[src/seew_defs.vh]
`ifndef SEEW_DEFS_VH
`define SEEW_DEFS_VH

// ********************************************
// control byte layout
// ********************************************
`define SEEW_TYPE_CODE 4'hA
`define SEEW_TYPE_HI 7
`define SEEW_TYPE_LO 4
`define SEEW_CS_HI 3
`define SEEW_CS_LO 1
`define SEEW_RW_BIT 0

// ********************************************
// array geometry and timing defaults
// ********************************************
`define SEEW_ADDR_W 16
`define SEEW_PAGE_SIZE 64
`define SEEW_ADDR_BYTES 2
`define SEEW_WRITE_CYCLES 125000
`define SEEW_ADDR_RESET 1'h0

`endif

[src/seew_slave.v]
// Notes on behaviour
// - control byte accepted only with type code 1010 in top nibble
// - chip-select bits must equal the three chip-select pin levels
// - last control bit: one selects read, zero selects write
// - two address bytes arrive high byte first, assembled in order
// - address bits above array size are ignored
// - matching control byte is acknowledged, address bytes follow
// - up to eight devices share a bus; reads never cross devices
// - write control byte acknowledged in ninth clock
// - every address byte acknowledged and loaded into address counter
// - smallest configuration uses only low four bits of address byte
// - data byte acknowledged; Stop starts the self-timed write cycle
// - write protect: still acknowledge, no write, ready at once
// - after byte write the address counter moves to next location
// - no acknowledge of any command while write cycle runs
// - page bytes buffered, committed after Stop, counter steps per byte
// - over one page of data wraps buffer, later bytes replace earlier
// - any start, any count up to page; only addressed bytes change
// - page write wraps at page end to same page start
// - write-protect sampled before Stop; later changes ignored
// - acknowledge holds data line low through the ninth clock high
// - data falling while clock high is Start
// - data rising while clock high is Stop
`timescale 1ns/1ps
`include "seew_defs.vh"

module seew_slave #(
    parameter ADDR_W = `SEEW_ADDR_W,
    parameter PAGE_SIZE = `SEEW_PAGE_SIZE,
    parameter ADDR_BYTES = `SEEW_ADDR_BYTES,
    parameter WRITE_CYCLES = `SEEW_WRITE_CYCLES
) (
    // clock and reset
    input wire clk,
    input wire rst,
    // two-wire bus pins
    input wire scl_in,
    input wire sda_in,
    output reg sda_out_ff,
    output reg sda_oe_n_ff,
    // strap pins
    input wire chip_select_bit_zero,
    input wire chip_select_bit_one,
    input wire chip_select_bit_two,
    input wire wp_in,
    // status towards read logic
    output reg busy_ff,
    output reg [ADDR_W-1:0] addr_ctr_ff,
    output reg rd_sel_ff,
    // array write port, one byte per cycle during commit
    output reg mem_we_ff,
    output reg [ADDR_W-1:0] mem_addr_ff,
    output reg [7:0] mem_data_ff
);

// a page of one byte still needs one index bit
localparam PAGE_W = (PAGE_SIZE <= 1) ? 1 : $clog2(PAGE_SIZE);

// ********************************************
// states, one-hot
// ********************************************
localparam [5:0] ST_IDLE = 6'h01;
localparam [5:0] ST_CTRL = 6'h02;
localparam [5:0] ST_ADDR = 6'h04;
localparam [5:0] ST_DATA = 6'h08;
// ST_IGN swallows bits until the next start or stop
localparam [5:0] ST_IGN = 6'h10;
localparam [5:0] ST_COMMIT = 6'h20;

// ********************************************
// pin synchronisers
// ********************************************
// straps are treated as asynchronous pins as well
wire scl_s;
wire sda_s;
wire cs0_s;
wire cs1_s;
wire cs2_s;
wire wp_s;

seew_sync u_scl (.clk(clk), .rst(rst), .pin_in(scl_in), .pin_sync_ff(scl_s));
seew_sync u_sda (.clk(clk), .rst(rst), .pin_in(sda_in), .pin_sync_ff(sda_s));
seew_sync u_cs0 (.clk(clk), .rst(rst), .pin_in(chip_select_bit_zero),
    .pin_sync_ff(cs0_s));
seew_sync u_cs1 (.clk(clk), .rst(rst), .pin_in(chip_select_bit_one),
    .pin_sync_ff(cs1_s));
seew_sync u_cs2 (.clk(clk), .rst(rst), .pin_in(chip_select_bit_two),
    .pin_sync_ff(cs2_s));
seew_sync u_wp (.clk(clk), .rst(rst), .pin_in(wp_in), .pin_sync_ff(wp_s));

// ********************************************
// edge and condition detection
// ********************************************
reg scl_d_ff;
reg sda_d_ff;

// delay flops reset to the idle level, so no false edge follows reset
always @(posedge clk or posedge rst) begin
    if (rst) begin
        scl_d_ff <= 1'b1;
        sda_d_ff <= 1'b1;
    end else begin
        scl_d_ff <= scl_s;
        sda_d_ff <= sda_s;
    end
end

wire scl_rise = scl_s & ~scl_d_ff;
wire scl_fall = ~scl_s & scl_d_ff;
wire start_det = scl_s & scl_d_ff & sda_d_ff & ~sda_s;
wire stop_det = scl_s & scl_d_ff & ~sda_d_ff & sda_s;

// ********************************************
// write cycle timer
// ********************************************
reg tmr_start;
wire tmr_busy;

seew_timer #(.CYCLES(WRITE_CYCLES)) u_tmr (
    .clk(clk),
    .rst(rst),
    .start(tmr_start),
    .busy_ff(tmr_busy)
);

// ********************************************
// busy view
// ********************************************
// the start pulse covers the one cycle before the timer reports busy,
// so neither the busy output nor a poll sees a gap after the commit
wire cycle_busy = tmr_busy | tmr_start;

// ********************************************
// page buffer
// ********************************************
// page geometry from parameters
reg [7:0] page_mem [0:PAGE_SIZE-1];
reg [PAGE_SIZE-1:0] page_vld_ff;

// ********************************************
// protocol state
// ********************************************
reg [5:0] state_ff;
reg [3:0] bit_cnt_ff;
reg [7:0] shift_ff;
reg ack_phase_ff;
reg ack_go_ff;
reg [1:0] addr_idx_ff;
reg [ADDR_W-1:0] page_base_ff;
reg got_data_ff;
reg wp_lat_ff;
reg [PAGE_W:0] commit_idx_ff;
reg [7:0] rx_byte;
reg [2:0] cs_pins;
reg [ADDR_W+7:0] addr_shift;

// rx_byte is the byte as it stands once the current bit is in;
// address bytes shift in from the low end, and whatever is pushed
// past ADDR_W falls off, which drops the unused upper address bits
always @* begin
    rx_byte = {shift_ff[6:0], sda_s};
    cs_pins = {cs2_s, cs1_s, cs0_s};
    addr_shift = {addr_ctr_ff, rx_byte};
end

// page-local increment keeps the page bits fixed
// so a long page write wraps onto the start of the same page
function [ADDR_W-1:0] page_inc;
    input [ADDR_W-1:0] a;
    reg [ADDR_W-1:0] nxt;
    begin
        nxt = a + {{(ADDR_W-1){1'b0}}, 1'b1};
        page_inc = (a & ~(PAGE_SIZE[ADDR_W-1:0] - 1'b1)) |
            (nxt & (PAGE_SIZE[ADDR_W-1:0] - 1'b1));
    end
endfunction

// ********************************************
// main bus engine
// ********************************************
// sample on scl rise, drive ack after scl fall
always @(posedge clk or posedge rst) begin
    if (rst) begin
        state_ff <= ST_IDLE;
        bit_cnt_ff <= 4'h0;
        shift_ff <= 8'h00;
        ack_phase_ff <= 1'b0;
        ack_go_ff <= 1'b0;
        addr_idx_ff <= 2'h0;
        addr_ctr_ff <= {ADDR_W{`SEEW_ADDR_RESET}};
        page_base_ff <= {ADDR_W{1'b0}};
        got_data_ff <= 1'b0;
        wp_lat_ff <= 1'b0;
        commit_idx_ff <= {(PAGE_W+1){1'b0}};
        page_vld_ff <= {PAGE_SIZE{1'b0}};
        sda_out_ff <= 1'b1;
        sda_oe_n_ff <= 1'b1;
        rd_sel_ff <= 1'b0;
        busy_ff <= 1'b0;
        mem_we_ff <= 1'b0;
        mem_addr_ff <= {ADDR_W{1'b0}};
        mem_data_ff <= 8'h00;
        tmr_start <= 1'b0;
    end else begin
        tmr_start <= 1'b0;
        mem_we_ff <= 1'b0;
        // busy spans the commit walk and the timed cycle without a break
        busy_ff <= cycle_busy | (state_ff == ST_COMMIT);
        // the ack bit is never shifted: ack_phase masks its scl rise
        // release the line only after the ack clock falls
        if (scl_fall) begin
            if (ack_go_ff) begin
                sda_out_ff <= 1'b0;
                sda_oe_n_ff <= 1'b0;
                ack_go_ff <= 1'b0;
                ack_phase_ff <= 1'b1;
            end else if (ack_phase_ff) begin
                sda_out_ff <= 1'b1;
                sda_oe_n_ff <= 1'b1;
                ack_phase_ff <= 1'b0;
            end
        end
        case (state_ff)
            ST_COMMIT: begin
                // the walk covers the whole page: fixed length, any count;
                // starts are not looked at here, a poll just gets no ack
                // only marked bytes reach the array
                if (commit_idx_ff == PAGE_SIZE[PAGE_W:0]) begin
                    state_ff <= ST_IDLE;
                    tmr_start <= 1'b1;
                    page_vld_ff <= {PAGE_SIZE{1'b0}};
                end else begin
                    if (page_vld_ff[commit_idx_ff[PAGE_W-1:0]]) begin
                        mem_we_ff <= 1'b1;
                        mem_addr_ff <= page_base_ff |
                            {{(ADDR_W-PAGE_W){1'b0}},
                            commit_idx_ff[PAGE_W-1:0]};
                        mem_data_ff <= page_mem[commit_idx_ff[PAGE_W-1:0]];
                    end
                    commit_idx_ff <= commit_idx_ff + 1'b1;
                end
            end
            default: begin
                if (start_det) begin
                    // busy device ignores the control byte
                    state_ff <= cycle_busy ? ST_IGN : ST_CTRL;
                    bit_cnt_ff <= 4'h0;
                    rd_sel_ff <= 1'b0;
                    got_data_ff <= 1'b0;
                    ack_go_ff <= 1'b0;
                    page_vld_ff <= {PAGE_SIZE{1'b0}};
                end else if (stop_det) begin
                    // the stop's own scl rise may shift a stray bit; harmless
                    sda_out_ff <= 1'b1;
                    sda_oe_n_ff <= 1'b1;
                    ack_phase_ff <= 1'b0;
                    if (state_ff == ST_DATA && got_data_ff && !wp_lat_ff) begin
                        state_ff <= ST_COMMIT;
                        commit_idx_ff <= {(PAGE_W+1){1'b0}};
                    end else begin
                        state_ff <= ST_IDLE;
                    end
                end else if (scl_rise && !ack_phase_ff &&
                        state_ff != ST_IDLE && state_ff != ST_IGN) begin
                    shift_ff <= rx_byte;
                    bit_cnt_ff <= bit_cnt_ff + 4'h1;
                    // a protect change after the stop never reaches the latch
                    // protect level tracked until stop
                    wp_lat_ff <= wp_s;
                    if (bit_cnt_ff == 4'h7) begin
                        bit_cnt_ff <= 4'h0;
                        if (state_ff == ST_CTRL) begin
                            if (rx_byte[`SEEW_TYPE_HI:`SEEW_TYPE_LO] ==
                                    `SEEW_TYPE_CODE &&
                                    rx_byte[`SEEW_CS_HI:`SEEW_CS_LO] ==
                                    cs_pins) begin
                                ack_go_ff <= 1'b1;
                                rd_sel_ff <= rx_byte[`SEEW_RW_BIT];
                                state_ff <= rx_byte[`SEEW_RW_BIT] ?
                                    ST_IGN : ST_ADDR;
                                addr_idx_ff <= 2'h0;
                            end else begin
                                state_ff <= ST_IGN;
                            end
                        end else if (state_ff == ST_ADDR) begin
                            ack_go_ff <= 1'b1;
                            addr_idx_ff <= addr_idx_ff + 2'h1;
                            // narrow array keeps low bits only
                            addr_ctr_ff <= addr_shift[ADDR_W-1:0];
                            if (addr_idx_ff + 2'h1 ==
                                    ADDR_BYTES[1:0]) begin
                                state_ff <= ST_DATA;
                            end
                        end else begin
                            ack_go_ff <= 1'b1;
                            got_data_ff <= 1'b1;
                            page_base_ff <= addr_ctr_ff &
                                ~(PAGE_SIZE[ADDR_W-1:0] - 1'b1);
                            page_vld_ff[addr_ctr_ff[PAGE_W-1:0]] <= 1'b1;
                            addr_ctr_ff <= page_inc(addr_ctr_ff);
                        end
                    end
                end
            end
        endcase
    end
end

// ********************************************
// page buffer storage
// ********************************************
// written without reset: the valid marks decide what is committed,
// so stale bytes from an earlier frame never reach the array
always @(posedge clk) begin
    if (state_ff == ST_DATA && scl_rise && !ack_phase_ff &&
            !start_det && !stop_det && bit_cnt_ff == 4'h7) begin
        page_mem[addr_ctr_ff[PAGE_W-1:0]] <= rx_byte;
    end
end

endmodule // seew_slave

[src/seew_sync.v]
`timescale 1ns/1ps

// ********************************************
// two flop synchroniser for one pin
// ********************************************
module seew_sync (
    // clock and reset
    input wire clk,
    input wire rst,
    // pin and its synchronised level
    input wire pin_in,
    output reg pin_sync_ff
);

reg pin_meta_ff;

// reset high: an idle bus line rests high
always @(posedge clk or posedge rst) begin
    if (rst) begin
        pin_meta_ff <= 1'b1;
        pin_sync_ff <= 1'b1;
    end else begin
        pin_meta_ff <= pin_in;
        pin_sync_ff <= pin_meta_ff;
    end
end

endmodule // seew_sync

[src/seew_timer.v]
`timescale 1ns/1ps

// ********************************************
// self-timed write cycle counter
// ********************************************
module seew_timer #(
    parameter CYCLES = 125000
) (
    // clock and reset
    input wire clk,
    input wire rst,
    // start pulse and busy level
    input wire start,
    output reg busy_ff
);

reg [31:0] count_ff;

// count down from start; busy until the count expires
always @(posedge clk or posedge rst) begin
    if (rst) begin
        count_ff <= 32'h00000000;
        busy_ff <= 1'b0;
    end else if (start) begin
        count_ff <= CYCLES[31:0];
        busy_ff <= 1'b1;
    end else if (count_ff > 32'h00000001) begin
        count_ff <= count_ff - 32'h00000001;
    end else begin
        count_ff <= 32'h00000000;
        busy_ff <= 1'b0;
    end
end

endmodule // seew_timer
[config.mk]
export PLATFORM = sky130hd
export DESIGN_NAME = seew_slave
export DESIGN_NICKNAME = d
export VERILOG_FILES = /design/src/seew_slave.v /design/src/seew_sync.v /design/src/seew_timer.v
export VERILOG_INCLUDE_DIRS = /design/src
export SDC_FILE = /design/constraint.sdc
export NUM_CORES = 1
export LEC_CHECK = 0
export ABC_AREA = 1
export BUFFER_PORTS_ARGS = -buffer_cell sky130_fd_sc_hd__buf_4
export CORE_ASPECT_RATIO = 1.25
export CORE_MARGIN = 3
export CORE_UTILIZATION = 42
export CTS_BUF_LIST = sky130_fd_sc_hd__clkbuf_4
export CTS_CLUSTER_DIAMETER = 30
export DETAILED_ROUTE_END_ITERATION = 12
export PLACE_DENSITY = 0.64
export SETUP_SLACK_MARGIN = 0.3
export SKIP_CTS_REPAIR_TIMING = 1
export SKIP_LAST_GASP = 1
export SYNTH_ARGS = -nofsm -noshare
export SYNTH_HDL_FRONTEND = slang
export SYNTH_HIERARCHICAL = 1
export SYNTH_SLANG_ARGS = --single-unit
[constraint.sdc]
create_clock -name clk -period 6.3 [get_ports clk]
set_clock_uncertainty 0.2 [all_clocks]
set_input_delay 0.63 -clock clk [delete_from_list [all_inputs] [get_ports clk]]
set_output_delay 0.63 -clock clk [all_outputs]
set_load 0.02 [all_outputs]
Word-level counts from Yosys, hierarchy flattened
Memory sizes are Yosys's and may differ from the RTL's. A register that Yosys moved wholly into a read port is not among the register bits.
Cells that the tools add are included.
{"block": "word_totals", "register_bits": 189, "ram_bits": 512, "in_bits": 8, "out_inout_bits": 45, "n_memories": 1}
{"block": "op_classes", "n_addsub": 5, "n_lt_le_gt_ge": 4, "n_eq_ne": 22, "mux": 86, "bitwise": 22, "n_reduce_logical": 40}
{"memory": "page_mem", "depth": 64, "word_bits": 8, "read_ports": 1, "rd_clocked_by_memory_dff": 1, "wr": 1, "line_no": "seew_slave.v:137", "rtl": "reg [7:0] page_mem [0:PAGE_SIZE-1];"}
{"op": "2-to-1 mux 64 bit", "count": 8}
{"op": "2-to-1 mux 32 bit", "count": 2}
{"op": "OR 64 bit", "count": 1}
{"op": "2-to-1 mux 6 bit", "count": 10}
{"op": "2-to-1 mux 1 bit", "count": 48}
{"op": "2-to-1 mux 7 bit", "count": 5}
{"op": "> comparator 32 x 1 -> 1 bit (second input constant)", "count": 1}
{"op": "OR 16 x 6 -> 16 bit", "count": 2}
{"op": "subtractor 32 x 1 -> 32 bit (second input constant)", "count": 1}
{"op": "AND reduction 6 bit", "count": 4}
{"op": "2-to-1 mux 16 bit", "count": 1}
{"op": "2-to-1 mux 4 bit", "count": 4}
{"op": "2-to-1 mux 5 bit", "count": 3}
{"op": "less-than comparator 6 x 7 -> 1 bit (second input constant)", "count": 2}
{"op": "AND reduction 7 bit", "count": 2}
{"op": "nonzero test 2 bit", "count": 7}
{"op": "logical AND 1 bit", "count": 12}
{"op": "inequality test 2 bit (second input constant)", "count": 5}
{"op": "NOT 1 bit", "count": 10}
{"op": "nonzero test 5 bit", "count": 2}
{"op": "AND reduction 4 bit", "count": 2}
{"op": "nonzero test 4 bit", "count": 2}
{"op": "adder 7 x 1 -> 7 bit (second input constant)", "count": 1}
{"op": "AND 1 bit", "count": 7}
{"op": "26 further kinds", "count": 37}

Longest topological paths before layout
Gate-level depths: netlist (run 1).
{"block": "logic_depth", "word_depth": 12, "depth_mapped": 17, "depth_no_buf": 13}

By module
Netlist (run 1), hierarchy kept.
{"module": "seew_slave", "n_inst": 1, "cells_each": 3280, "area_per_inst_um2": 30432.9, "seq_area_each_um2": 19184.6}
{"module": "seew_timer", "n_inst": 1, "cells_each": 272, "area_per_inst_um2": 1939.4, "seq_area_each_um2": 825.8}
{"module": "seew_sync", "n_inst": 6, "cells_each": 3, "area_per_inst_um2": 56.3, "seq_area_each_um2": 52.6}

Worst setup path before layout (run 1)
Ideal clock, no wire load.
{"block": "synth_path", "kind": "register to register", "start": "register u_sda.pin_sync_ff", "end": "memory page_mem[31][0], enable pin", "arrival_time_ns": 2.106, "slack_ns": 3.624, "stages_incl_launch_ff": 7, "n_path_buf": 2, "synth_period_minus_slack_ns": 2.676, "cell_sequence": "dfstp_2 > nor3_4 > nor2_1 > nand3b_1 > clkbuf_1 > clkbuf_1 > nor2_1"}
{"block": "synth_via", "elab_chain_cells": 8, "word_cells_on_any_way": 10, "cone_classes": "2 x mux; 3 x bitwise; 5 x reduce/logical"}
{"item": "start: declaration", "line_no": "seew_sync.v:12", "rtl": "output reg pin_sync_ff"}
{"item": "start signal: assignment", "line_no": "seew_sync.v:24", "rtl": "pin_sync_ff <= pin_meta_ff;"}
{"item": "NOT 1 bit", "line_no": "seew_slave.v:110", "rtl": "wire start_det = scl_s & scl_d_ff & sda_d_ff & ~sda_s;"}
{"item": "AND 1 bit", "line_no": "seew_slave.v:110"}
{"item": "zero test 1 bit", "line_no": "seew_slave.v:316", "rtl": "!start_det && !stop_det && bit_cnt_ff == 4'h7) begin"}
{"item": "logical AND 1 bit", "line_no": "seew_slave.v:315", "rtl": "if (state_ff == ST_DATA && scl_rise && !ack_phase_ff &&"}
{"item": "logical AND 1 bit * (2 in a row)", "line_no": "seew_slave.v:316"}
{"item": "2-to-1 mux 1 bit *", "line_no": "seew_slave.v:315"}
{"item": "2-to-1 mux 1 bit (implied by the code) *", "line_no": "seew_slave.v:317", "rtl": "page_mem[addr_ctr_ff[PAGE_W-1:0]] <= rx_byte;"}
{"item": "end: declaration", "line_no": "seew_slave.v:137"}
Mark *: on every way between the ends. The rest lies on a longest branch, timed or not.

Worst setup path after layout (run 1)
{"block": "layout_path", "start": "register state_ff[1]", "end": "register page_vld_ff[31]"}
{"block": "layout_via", "elab_chain_cells": 5, "word_cells_on_any_way": 15, "cone_classes": "9 x eq/ne; 1 x mux; 5 x reduce/logical"}
{"item": "start: declaration", "line_no": "seew_slave.v:143", "rtl": "reg [5:0] state_ff;"}
{"item": "start signal: assignment", "line_no": "seew_slave.v:246", "rtl": "state_ff <= cycle_busy ? ST_IGN : ST_CTRL;"}
{"item": "start signal: assignment", "line_no": "seew_slave.v:279", "rtl": "state_ff <= rx_byte[`SEEW_RW_BIT] ?"}
{"item": "inequality test 6 x 1 -> 1 bit", "line_no": "seew_slave.v:264", "rtl": "state_ff != ST_IDLE && state_ff != ST_IGN) begin"}
{"item": "logical AND 1 bit", "line_no": "seew_slave.v:263", "rtl": "end else if (scl_rise && !ack_phase_ff &&"}
{"item": "logical AND 1 bit", "line_no": "seew_slave.v:264"}
{"item": "nonzero test 3 bit (no source line)"}
{"item": "AND reduction 6 bit (no source line)"}
{"item": "end signal: assignment", "line_no": "seew_slave.v:195", "rtl": "page_vld_ff <= {PAGE_SIZE{1'b0}};"}
{"item": "end signal: assignment", "line_no": "seew_slave.v:231", "rtl": "page_vld_ff <= {PAGE_SIZE{1'b0}};"}
{"item": "end signal: assignment", "line_no": "seew_slave.v:251", "rtl": "page_vld_ff <= {PAGE_SIZE{1'b0}};"}
{"item": "end: declaration", "line_no": "seew_slave.v:138", "rtl": "reg [PAGE_SIZE-1:0] page_vld_ff;"}
Parallel ways exist; a longest one is shown, timed or not.
A chain may end at the register's enable or synchronous reset.

==> flow_summary_export.csv, run 1 <==
group,metric,value,unit
outcome,run_status,"finished clean",
synth,yosysWarningCount,6,
final_layout,fill_cells,7352,
critical_path,reg2reg_depth,13,
power,vdd_drop_max,0.0004676,V
clock_tree,cts_htree_levels,4,
timing,drv_slew,0,
clock_tree,clkTransAtPathRegs,70,ps
routing,ant_nets,0,
routing,wl_per_cell,17.76,um
synth,yosysSeqAreaShare,0.6214,
timing,relSlewSlack,0.2080,
synth,synth.area.top_cells,"edfxtp_1 (47%), nand2_1 (16%), dfrtp_1 (14%), nand3_1 (4.9%), inv_1 (4.5%)",
synth,synth_top_area_cell,"edfxtp_1",
routing,drt_drc_violations_left,0,
floorplanning,core-area,76630,um^2
critical_path,critical_path.max_fanout,68,
floorplanning,die_y,318.0,um
timing,finalSetupViolCount,0,
critical_path,rr_startpoint,"state_ff[1]",
timing,fin_tns_setup,0,ps
timing,max_freq,0.2782,GHz
floorplanning,die-area,81290,um^2
power,p_leak,16.33,nW
synth,synth_common_cells,"nand2_1 (1355), edfxtp_1 (512), inv_1 (389)",
clock_tree,cts_tree,"built",
timing,period_needed,3595,ps
placed_design,place_area,33730,um^2
critical_path,crit_top_cell,"nand2_1",
floorplanning,ios,53,
worst_hold_path,min_path_type,"input pin to async pin",
timing,max_slew.worst_pin.slew,1182,ps
critical_path,crit_buf_inv,5,
final_layout,final_nets,3671,
timing,grt_setup_unrepaired,"no",
grt,grt_usage,0.2098,
synth,netlist_instances,3570,
synth,synth_most_common_cell,"nand2_1",
synth,synthesis.nets,3585,
synth,synthArstFlopShare,0.2779,
final_layout,stdcell_area,36040,um^2
routing,vias_per_cell,5.055,
synth,synth_edf_count,512,
clock_tree,root_buffer,"clkbuf_4",
clock_tree,clock_path_buffers,3,
placed_design,dp_hpwl,49.35,mm
critical_path,cp_num_cells,13,
clock_tree,numClockSinks,709,
critical_path,rrSetupSlack,2710,ps
grt,grt_pass1_wl,135.2,mm
floorplanning,num_rows,113,
grt,overflow,0,
floorplanning,start_util,0.4269,
synth,ys_types,44,
synth,synth-seq-cells,709,
timing,finalCritPeriodShare,0.5706,
critical_path,start_kind,"register",
critical_path,cp-startpoint,"state_ff[1]",
routing,finalWirelength,85.72,mm
critical_path,crit_path_max_incr_delay,620,ps
placed_design,gp_congestion,0.8671,
synth,yosys.area.top_type_share,0.4700,
critical_path,worstSetupPathType,"register to register",
timing,finalHoldViolations,0,
synth,syn_avg_cell_area,9.162,um^2
placed_design,port_buffers,52,
critical_path,cp_slowest_cell,"buf_4",
grt,antenna_found_initial,1,
clock_tree,numCtsBuffers,168,
clock_tree,clk_latency,930,ps
final_layout,drive_gt1_frac,0.1185,
run,drv_cap,0,
critical_path,cpLargestDelayFamily,"buffers and inverters",
routing,drt-initial-drc-count,2047,
critical_path,end_kind,"register",
grt,grt_max_degree,179,
final_layout,area_growth_syn_to_layout,10.19,%
synth,synthFlopType,"edfxtp_1",
grt,grt_pass1_vias,24160,
critical_path,crit_path_cell_trace,"inv_1 -> nand2_1 -> nor2_4 -> nand3_4 -> inv_2 -> buf_4 -> nand2_1 -> inv_2 -> a211oi_4 -> nand2_2 -> buf_4 -> nand2_1 -> nand2_1",
critical_path,cp.required,6930,ps
routing,dr.pass1.iters,6,
power,p_per_area,308.1,nW/um^2
synth,syn_area,32710,um^2
floorplanning,fp.dieW,255.6,um
critical_path,arrival,4230,ps
routing,route.vias.total,24400,
-- stage by stage --
| step | instances | power (mW) | hold WS, ps | util | worst slack, ps |
|---|---|---|---|---|---|
| finish | 4827 | 11.10 | 62.06 | 0.4703 | 2705 |
| global route | 4826 | 11.61 | 30.35 | 0.4703 | 2405 |
| CTS | 4818 | 11.20 | -592.0 | 0.4694 | 2661 |
| detailed placement | 4514 | 7.339 | 147.2 | 0.4401 | 2681 |
| global placement | 4514 | 7.312 | 145.7 | 0.4401 | 2729 |
| floorplan | 3570 | 6.726 | 145.2 | - | 1385 |
-- layout make-up --
| class | instances | area, um^2 | area share |
|---|---|---|---|
| antenna | 2 | 5.005 | 0.0001389 |
| clock buffer | 258 | 1937 | 0.05374 |
| clock inverter | 46 | 302.8 | 0.008401 |
| inverter | 397 | 1506 | 0.04180 |
| multi-input combinational | 2287 | 9902 | 0.2747 |
| sequential | 709 | 20340 | 0.5644 |
| tap | 1035 | 1295 | 0.03593 |
| timing repair buffer | 93 | 753.2 | 0.02090 |
-- kinds of logic (layout without fill, tap and decap cells) --
kind of cell | Yosys count | after routing | share of synthesized area
and+or+nand+nor | 2048 | 2048 | 0.2562
adders and majority gates | 7 | 7 | 0.002677
other | 0 | 2 | 0
DFF | 709 | 709 | 0.6214
xor gates and xnor gates | 21 | 21 | 0.005623
AOI/OAI and AO/OA | 211 | 211 | 0.03783
buffers and inverters | 574 | 794 | 0.07627
-- flip-flops by register name, indices dropped and copies added, names as in the netlist, 2 cells and up --
register / flops
page_vld_ff: 64
commit_idx_ff: 7
state_ff: 6
page_base_ff: 10
mem_data_ff: 8
addr_idx_ff: 2
shift_ff: 7
addr_ctr_ff: 16
mem_addr_ff: 16
page_mem: 512
bit_cnt_ff: 4
u_tmr/count_ff: 32
-- power by group --
part	total, mW	switching (mW)	internal (mW)	leakage, nW
clock	3.87	1.83	2.03	1.34
sequential	5.55	0.0818	5.47	7.33
combinational	1.68	1.33	0.349	7.66
total	11.1	3.25	7.85	16.3
-- per-layer routing --
metal / part of all wire / routed length (um) / global-route usage
met1: 0.41 / 35040 / 0.2615
met2: 0.49 / 42370 / 0.3589
met3: 0.059 / 5070 / 0.03438
met4: 0.038 / 3236 / 0.09608
met5: 0 / 0 / 0
-- worst reg2reg max path, stage by stage (launching register included) --
cell and delay (ps):
dfrtp_1 410, inv_1 90, nand2_1 110, nor2_4 170, nand3_4 150, inv_2 70
buf_4 620, nand2_1 210, inv_2 540, a211oi_4 60, nand2_2 80, buf_4 580
nand2_1 150, nand2_1 90
-- final timing paths --
| path | endpoint |
|---|---|
| hold reg to reg | u_cs2/pin_sync_ff |
| hold / removal | state_ff[1] |
| setup reg to reg | page_vld_ff[31] |
| max in group asynchronous | commit_idx_ff[1] |
| min in group clk | u_cs2/pin_sync_ff |
| setup / recovery | page_vld_ff[31] |
-- layout by cell type (no fill, tap or decap), types with 4 or more instances in the layout --
master	n
buf_4	83
dfrtp_2	7
inv_1	388
nor2_1	281
a21oi_1	45
dfstp_2	17
xnor2_1	7
nor3_2	7
nor2_2	11
nand2_2	16
nor3_1	22
nor2_4	5
nand3_1	321
nand2_4	4
clkinv_1	26
inv_2	11
clkinv_2	7
o21ai_0	91
dlygate4sd3_1	7
xor2_1	14
nand4_1	18
ha_1	7
clkbuf_4	258
dfrtp_1	171
a211oi_1	53
edfxtp_1	512
nand2_1	1354
o21ai_1	8
bufinv_16	4
o211ai_1	5
Power figures use the tool's default switching activity.
==> inputs of run 2 (changes only) <==
ABC_AREA = 0   (was 1)
clock period = 3.65 ns   (was 6.3 ns; I/O delays follow)
==> flow_summary_export.csv, run 2 <==
group,metric,value,unit
outcome,run_status,"finished clean",
timing,finalHoldViolations,0,
final_layout,final_nets,2047,
timing,grt_setup_unrepaired,"no",
clock_tree,cts_htree_levels,4,
timing,finalCritPeriodShare,0.8928,
placed_design,port_buffers,52,
synth,yosysWarningCount,6,
critical_path,critical_path.max_fanout,23,
placed_design,dp_hpwl,44.19,mm
placed_design,gp_congestion,0.8073,
routing,drt-initial-drc-count,1424,
clock_tree,numCtsBuffers,174,
critical_path,cp_slowest_cell,"dfrtp_2",
floorplanning,core-area,68280,um^2
critical_path,start_kind,"register",
grt,overflow,0,
clock_tree,clkTransAtPathRegs,60,ps
synth,synth_top_area_cell,"edfxtp_1",
synth,synth_edf_count,512,
routing,top_layer_used,"met4",
routing,finalWirelength,70.86,mm
placed_design,place_area,30990,um^2
timing,fin_tns_setup,0,ps
clock_tree,cts_tree,"built",
critical_path,end_kind,"register",
routing,drt-met1-wl,27.50,mm
routing,dr.pass1.iters,6,
synth,syn_area,29000,um^2
routing,met3_length,4.170,mm
synth,synthesis.nets,1769,
routing,wl_per_cell,23.31,um
routing,vias_per_cell,5.589,
floorplanning,ios,53,
final_layout,final_common_cell,"edfxtp_1",
critical_path,worstSetupPathType,"register to register",
run,drv_cap,0,
floorplanning,die-area,72250,um^2
final_layout,largest_reg_flops,512,
synth,synth-seq-cells,709,
clock_tree,numClockSinks,709,
timing,max_slew.worst_pin.slew,1079,ps
floorplanning,num_rows,107,
routing,ant_nets,0,
grt,grt_max_degree,80,
critical_path,crit_path_max_incr_delay,690,ps
floorplanning,fp.dieW,241.0,um
synth,synth_common_cells,"edfxtp_1 (512), nor2_1 (189), dfrtp_1 (180)",
synth,yosysSeqAreaShare,0.7010,
worst_hold_path,min_path_type,"register to register",
grt,grt_pass1_vias,17850,
synth,syn_avg_cell_area,16.53,um^2
timing,period_needed,3259,ps
timing,drv_slew,0,
floorplanning,die_y,299.8,um
clock_tree,clk_latency,1050,ps
synth,synth.area.top_cells,"edfxtp_1 (53%), dfrtp_1 (16%), mux4_2 (8.7%), mux2_2 (2.5%), nor2_1 (2.4%)",
routing,dr_wl_met2,36.74,mm
timing,finalSetupViolCount,0,
floorplanning,start_util,0.4247,
critical_path,crit_path_cell_trace,"buf_4 -> mux4_2 -> a22o_1 -> a211oi_1 -> a211o_1 -> o31ai_1 -> mux2_4",
final_layout,layout_common_cells,"edfxtp_1 (512), clkbuf_4 (253), nor2_1 (189)",
synth,ys_types,74,
power,vdd_drop_max,0.0004458,V
final_layout,stdcell_area,33410,um^2
final_layout,area_growth_syn_to_layout,15.23,%
timing,max_freq,0.3069,GHz
routing,drt_drc_violations_left,0,
grt,grt_usage,0.1999,
final_layout,drive_gt1_frac,0.3282,
clock_tree,clock_path_buffers,3,
synth,synthFlopType,"edfxtp_1",
critical_path,arrival,3950,ps
clock_tree,root_buffer,"clkbuf_4",
synth,synthArstFlopShare,0.2779,
grt,grt_pass1_wl,107.8,mm
synth,synth_most_common_cell,"edfxtp_1",
final_layout,fill_cells,5828,
power,p_per_area,520.2,nW/um^2
grt,antenna_found_initial,2,
routing,route.vias.total,16990,
synth,netlist_instances,1754,
timing,relSlewSlack,0.2749,
power,p_leak,12.34,nW
critical_path,cp.required,4340,ps
synth,yosys.area.top_type_share,0.5302,
[run 2: path summary, 6_finish.rpt]
kind / start / to / slack (ps) / depth (start not counted)
min in group asynchronous: rst / u_scl/pin_meta_ff / 580 / 4
worst min register to register: u_cs2/pin_meta_ff / u_cs2/pin_sync_ff / 160 / 0
worst max-delay path: commit_idx_ff[2] / mem_data_ff[6] / 390 / 7
worst max register to register: commit_idx_ff[2] / mem_data_ff[6] / 390 / 7
max in group asynchronous: rst / page_vld_ff[55] / 1680 / 5
worst min-delay path: u_cs2/pin_meta_ff / u_cs2/pin_sync_ff / 160 / 0
[run 2: cell type report]
type | count | area (um^2) | share of cell area
sequential | 709 | 20350 | 0.6090
multi-input combinational | 936 | 8082 | 0.2419
clock buffer | 253 | 1899 | 0.05685
timing repair buffer | 191 | 1584 | 0.04741
tap | 872 | 1091 | 0.03266
clock inverter | 54 | 315.3 | 0.009437
inverter | 20 | 78.83 | 0.002359
antenna | 5 | 12.51 | 0.0003745
[run 2: report_power, final]
| group | internal (mW) | leakage (nW) | switching, mW |
|---|---|---|---|
| clock network | 3.34 | 1.31 | 3.16 |
| logic | 0.214 | 3.77 | 1.09 |
| registers | 9.49 | 7.26 | 0.0848 |
[run 2: kinds of logic (layout without fill, tap and decap cells)]
| group | Yosys count | after routing | synth area share |
|---|---|---|---|
| AOI/OAI and AO/OA | 236 | 236 | 0.05493 |
| xor gates and xnor gates | 34 | 34 | 0.01027 |
| adders and majority gates | 7 | 7 | 0.003020 |
| buffers and inverters | 109 | 518 | 0.02076 |
| DFF | 709 | 709 | 0.7010 |
| muxes | 247 | 247 | 0.1400 |
| other | 0 | 5 | 0 |
| and+or+nand+nor | 412 | 412 | 0.06999 |
[run 2: per-stage QoR]
step	utilization	hold slack [ps]	total power [mW]	std cells	setup slack, ps
final	0.4893	155.5	17.38	3040	391.1
after global routing	0.4892	155.9	18.15	3037	376.4
after CTS	0.4863	-836.8	17.59	3018	124.5
after detailed placement	0.4539	147.0	11.05	2711	149.8
after global placement	0.4539	148.1	10.97	2711	139.9
after floorplan	-	76.50	10.35	1754	742.3
[run 2: worst max-delay path: cells and delay by family, from the launching register on]
family / cells / cell delay (ps)
multiplexers: 2 / 690
flip-flops: 1 / 690
buffers and inverters: 1 / 480
AO/OA/AOI/OAI: 4 / 1070
[run 2: layer usage]
layer  up-vias  track usage
met5         -            0
met4         0      0.08525
met3       151      0.04450
met2       605       0.3416
met1      8770       0.2443
li1       7464            -
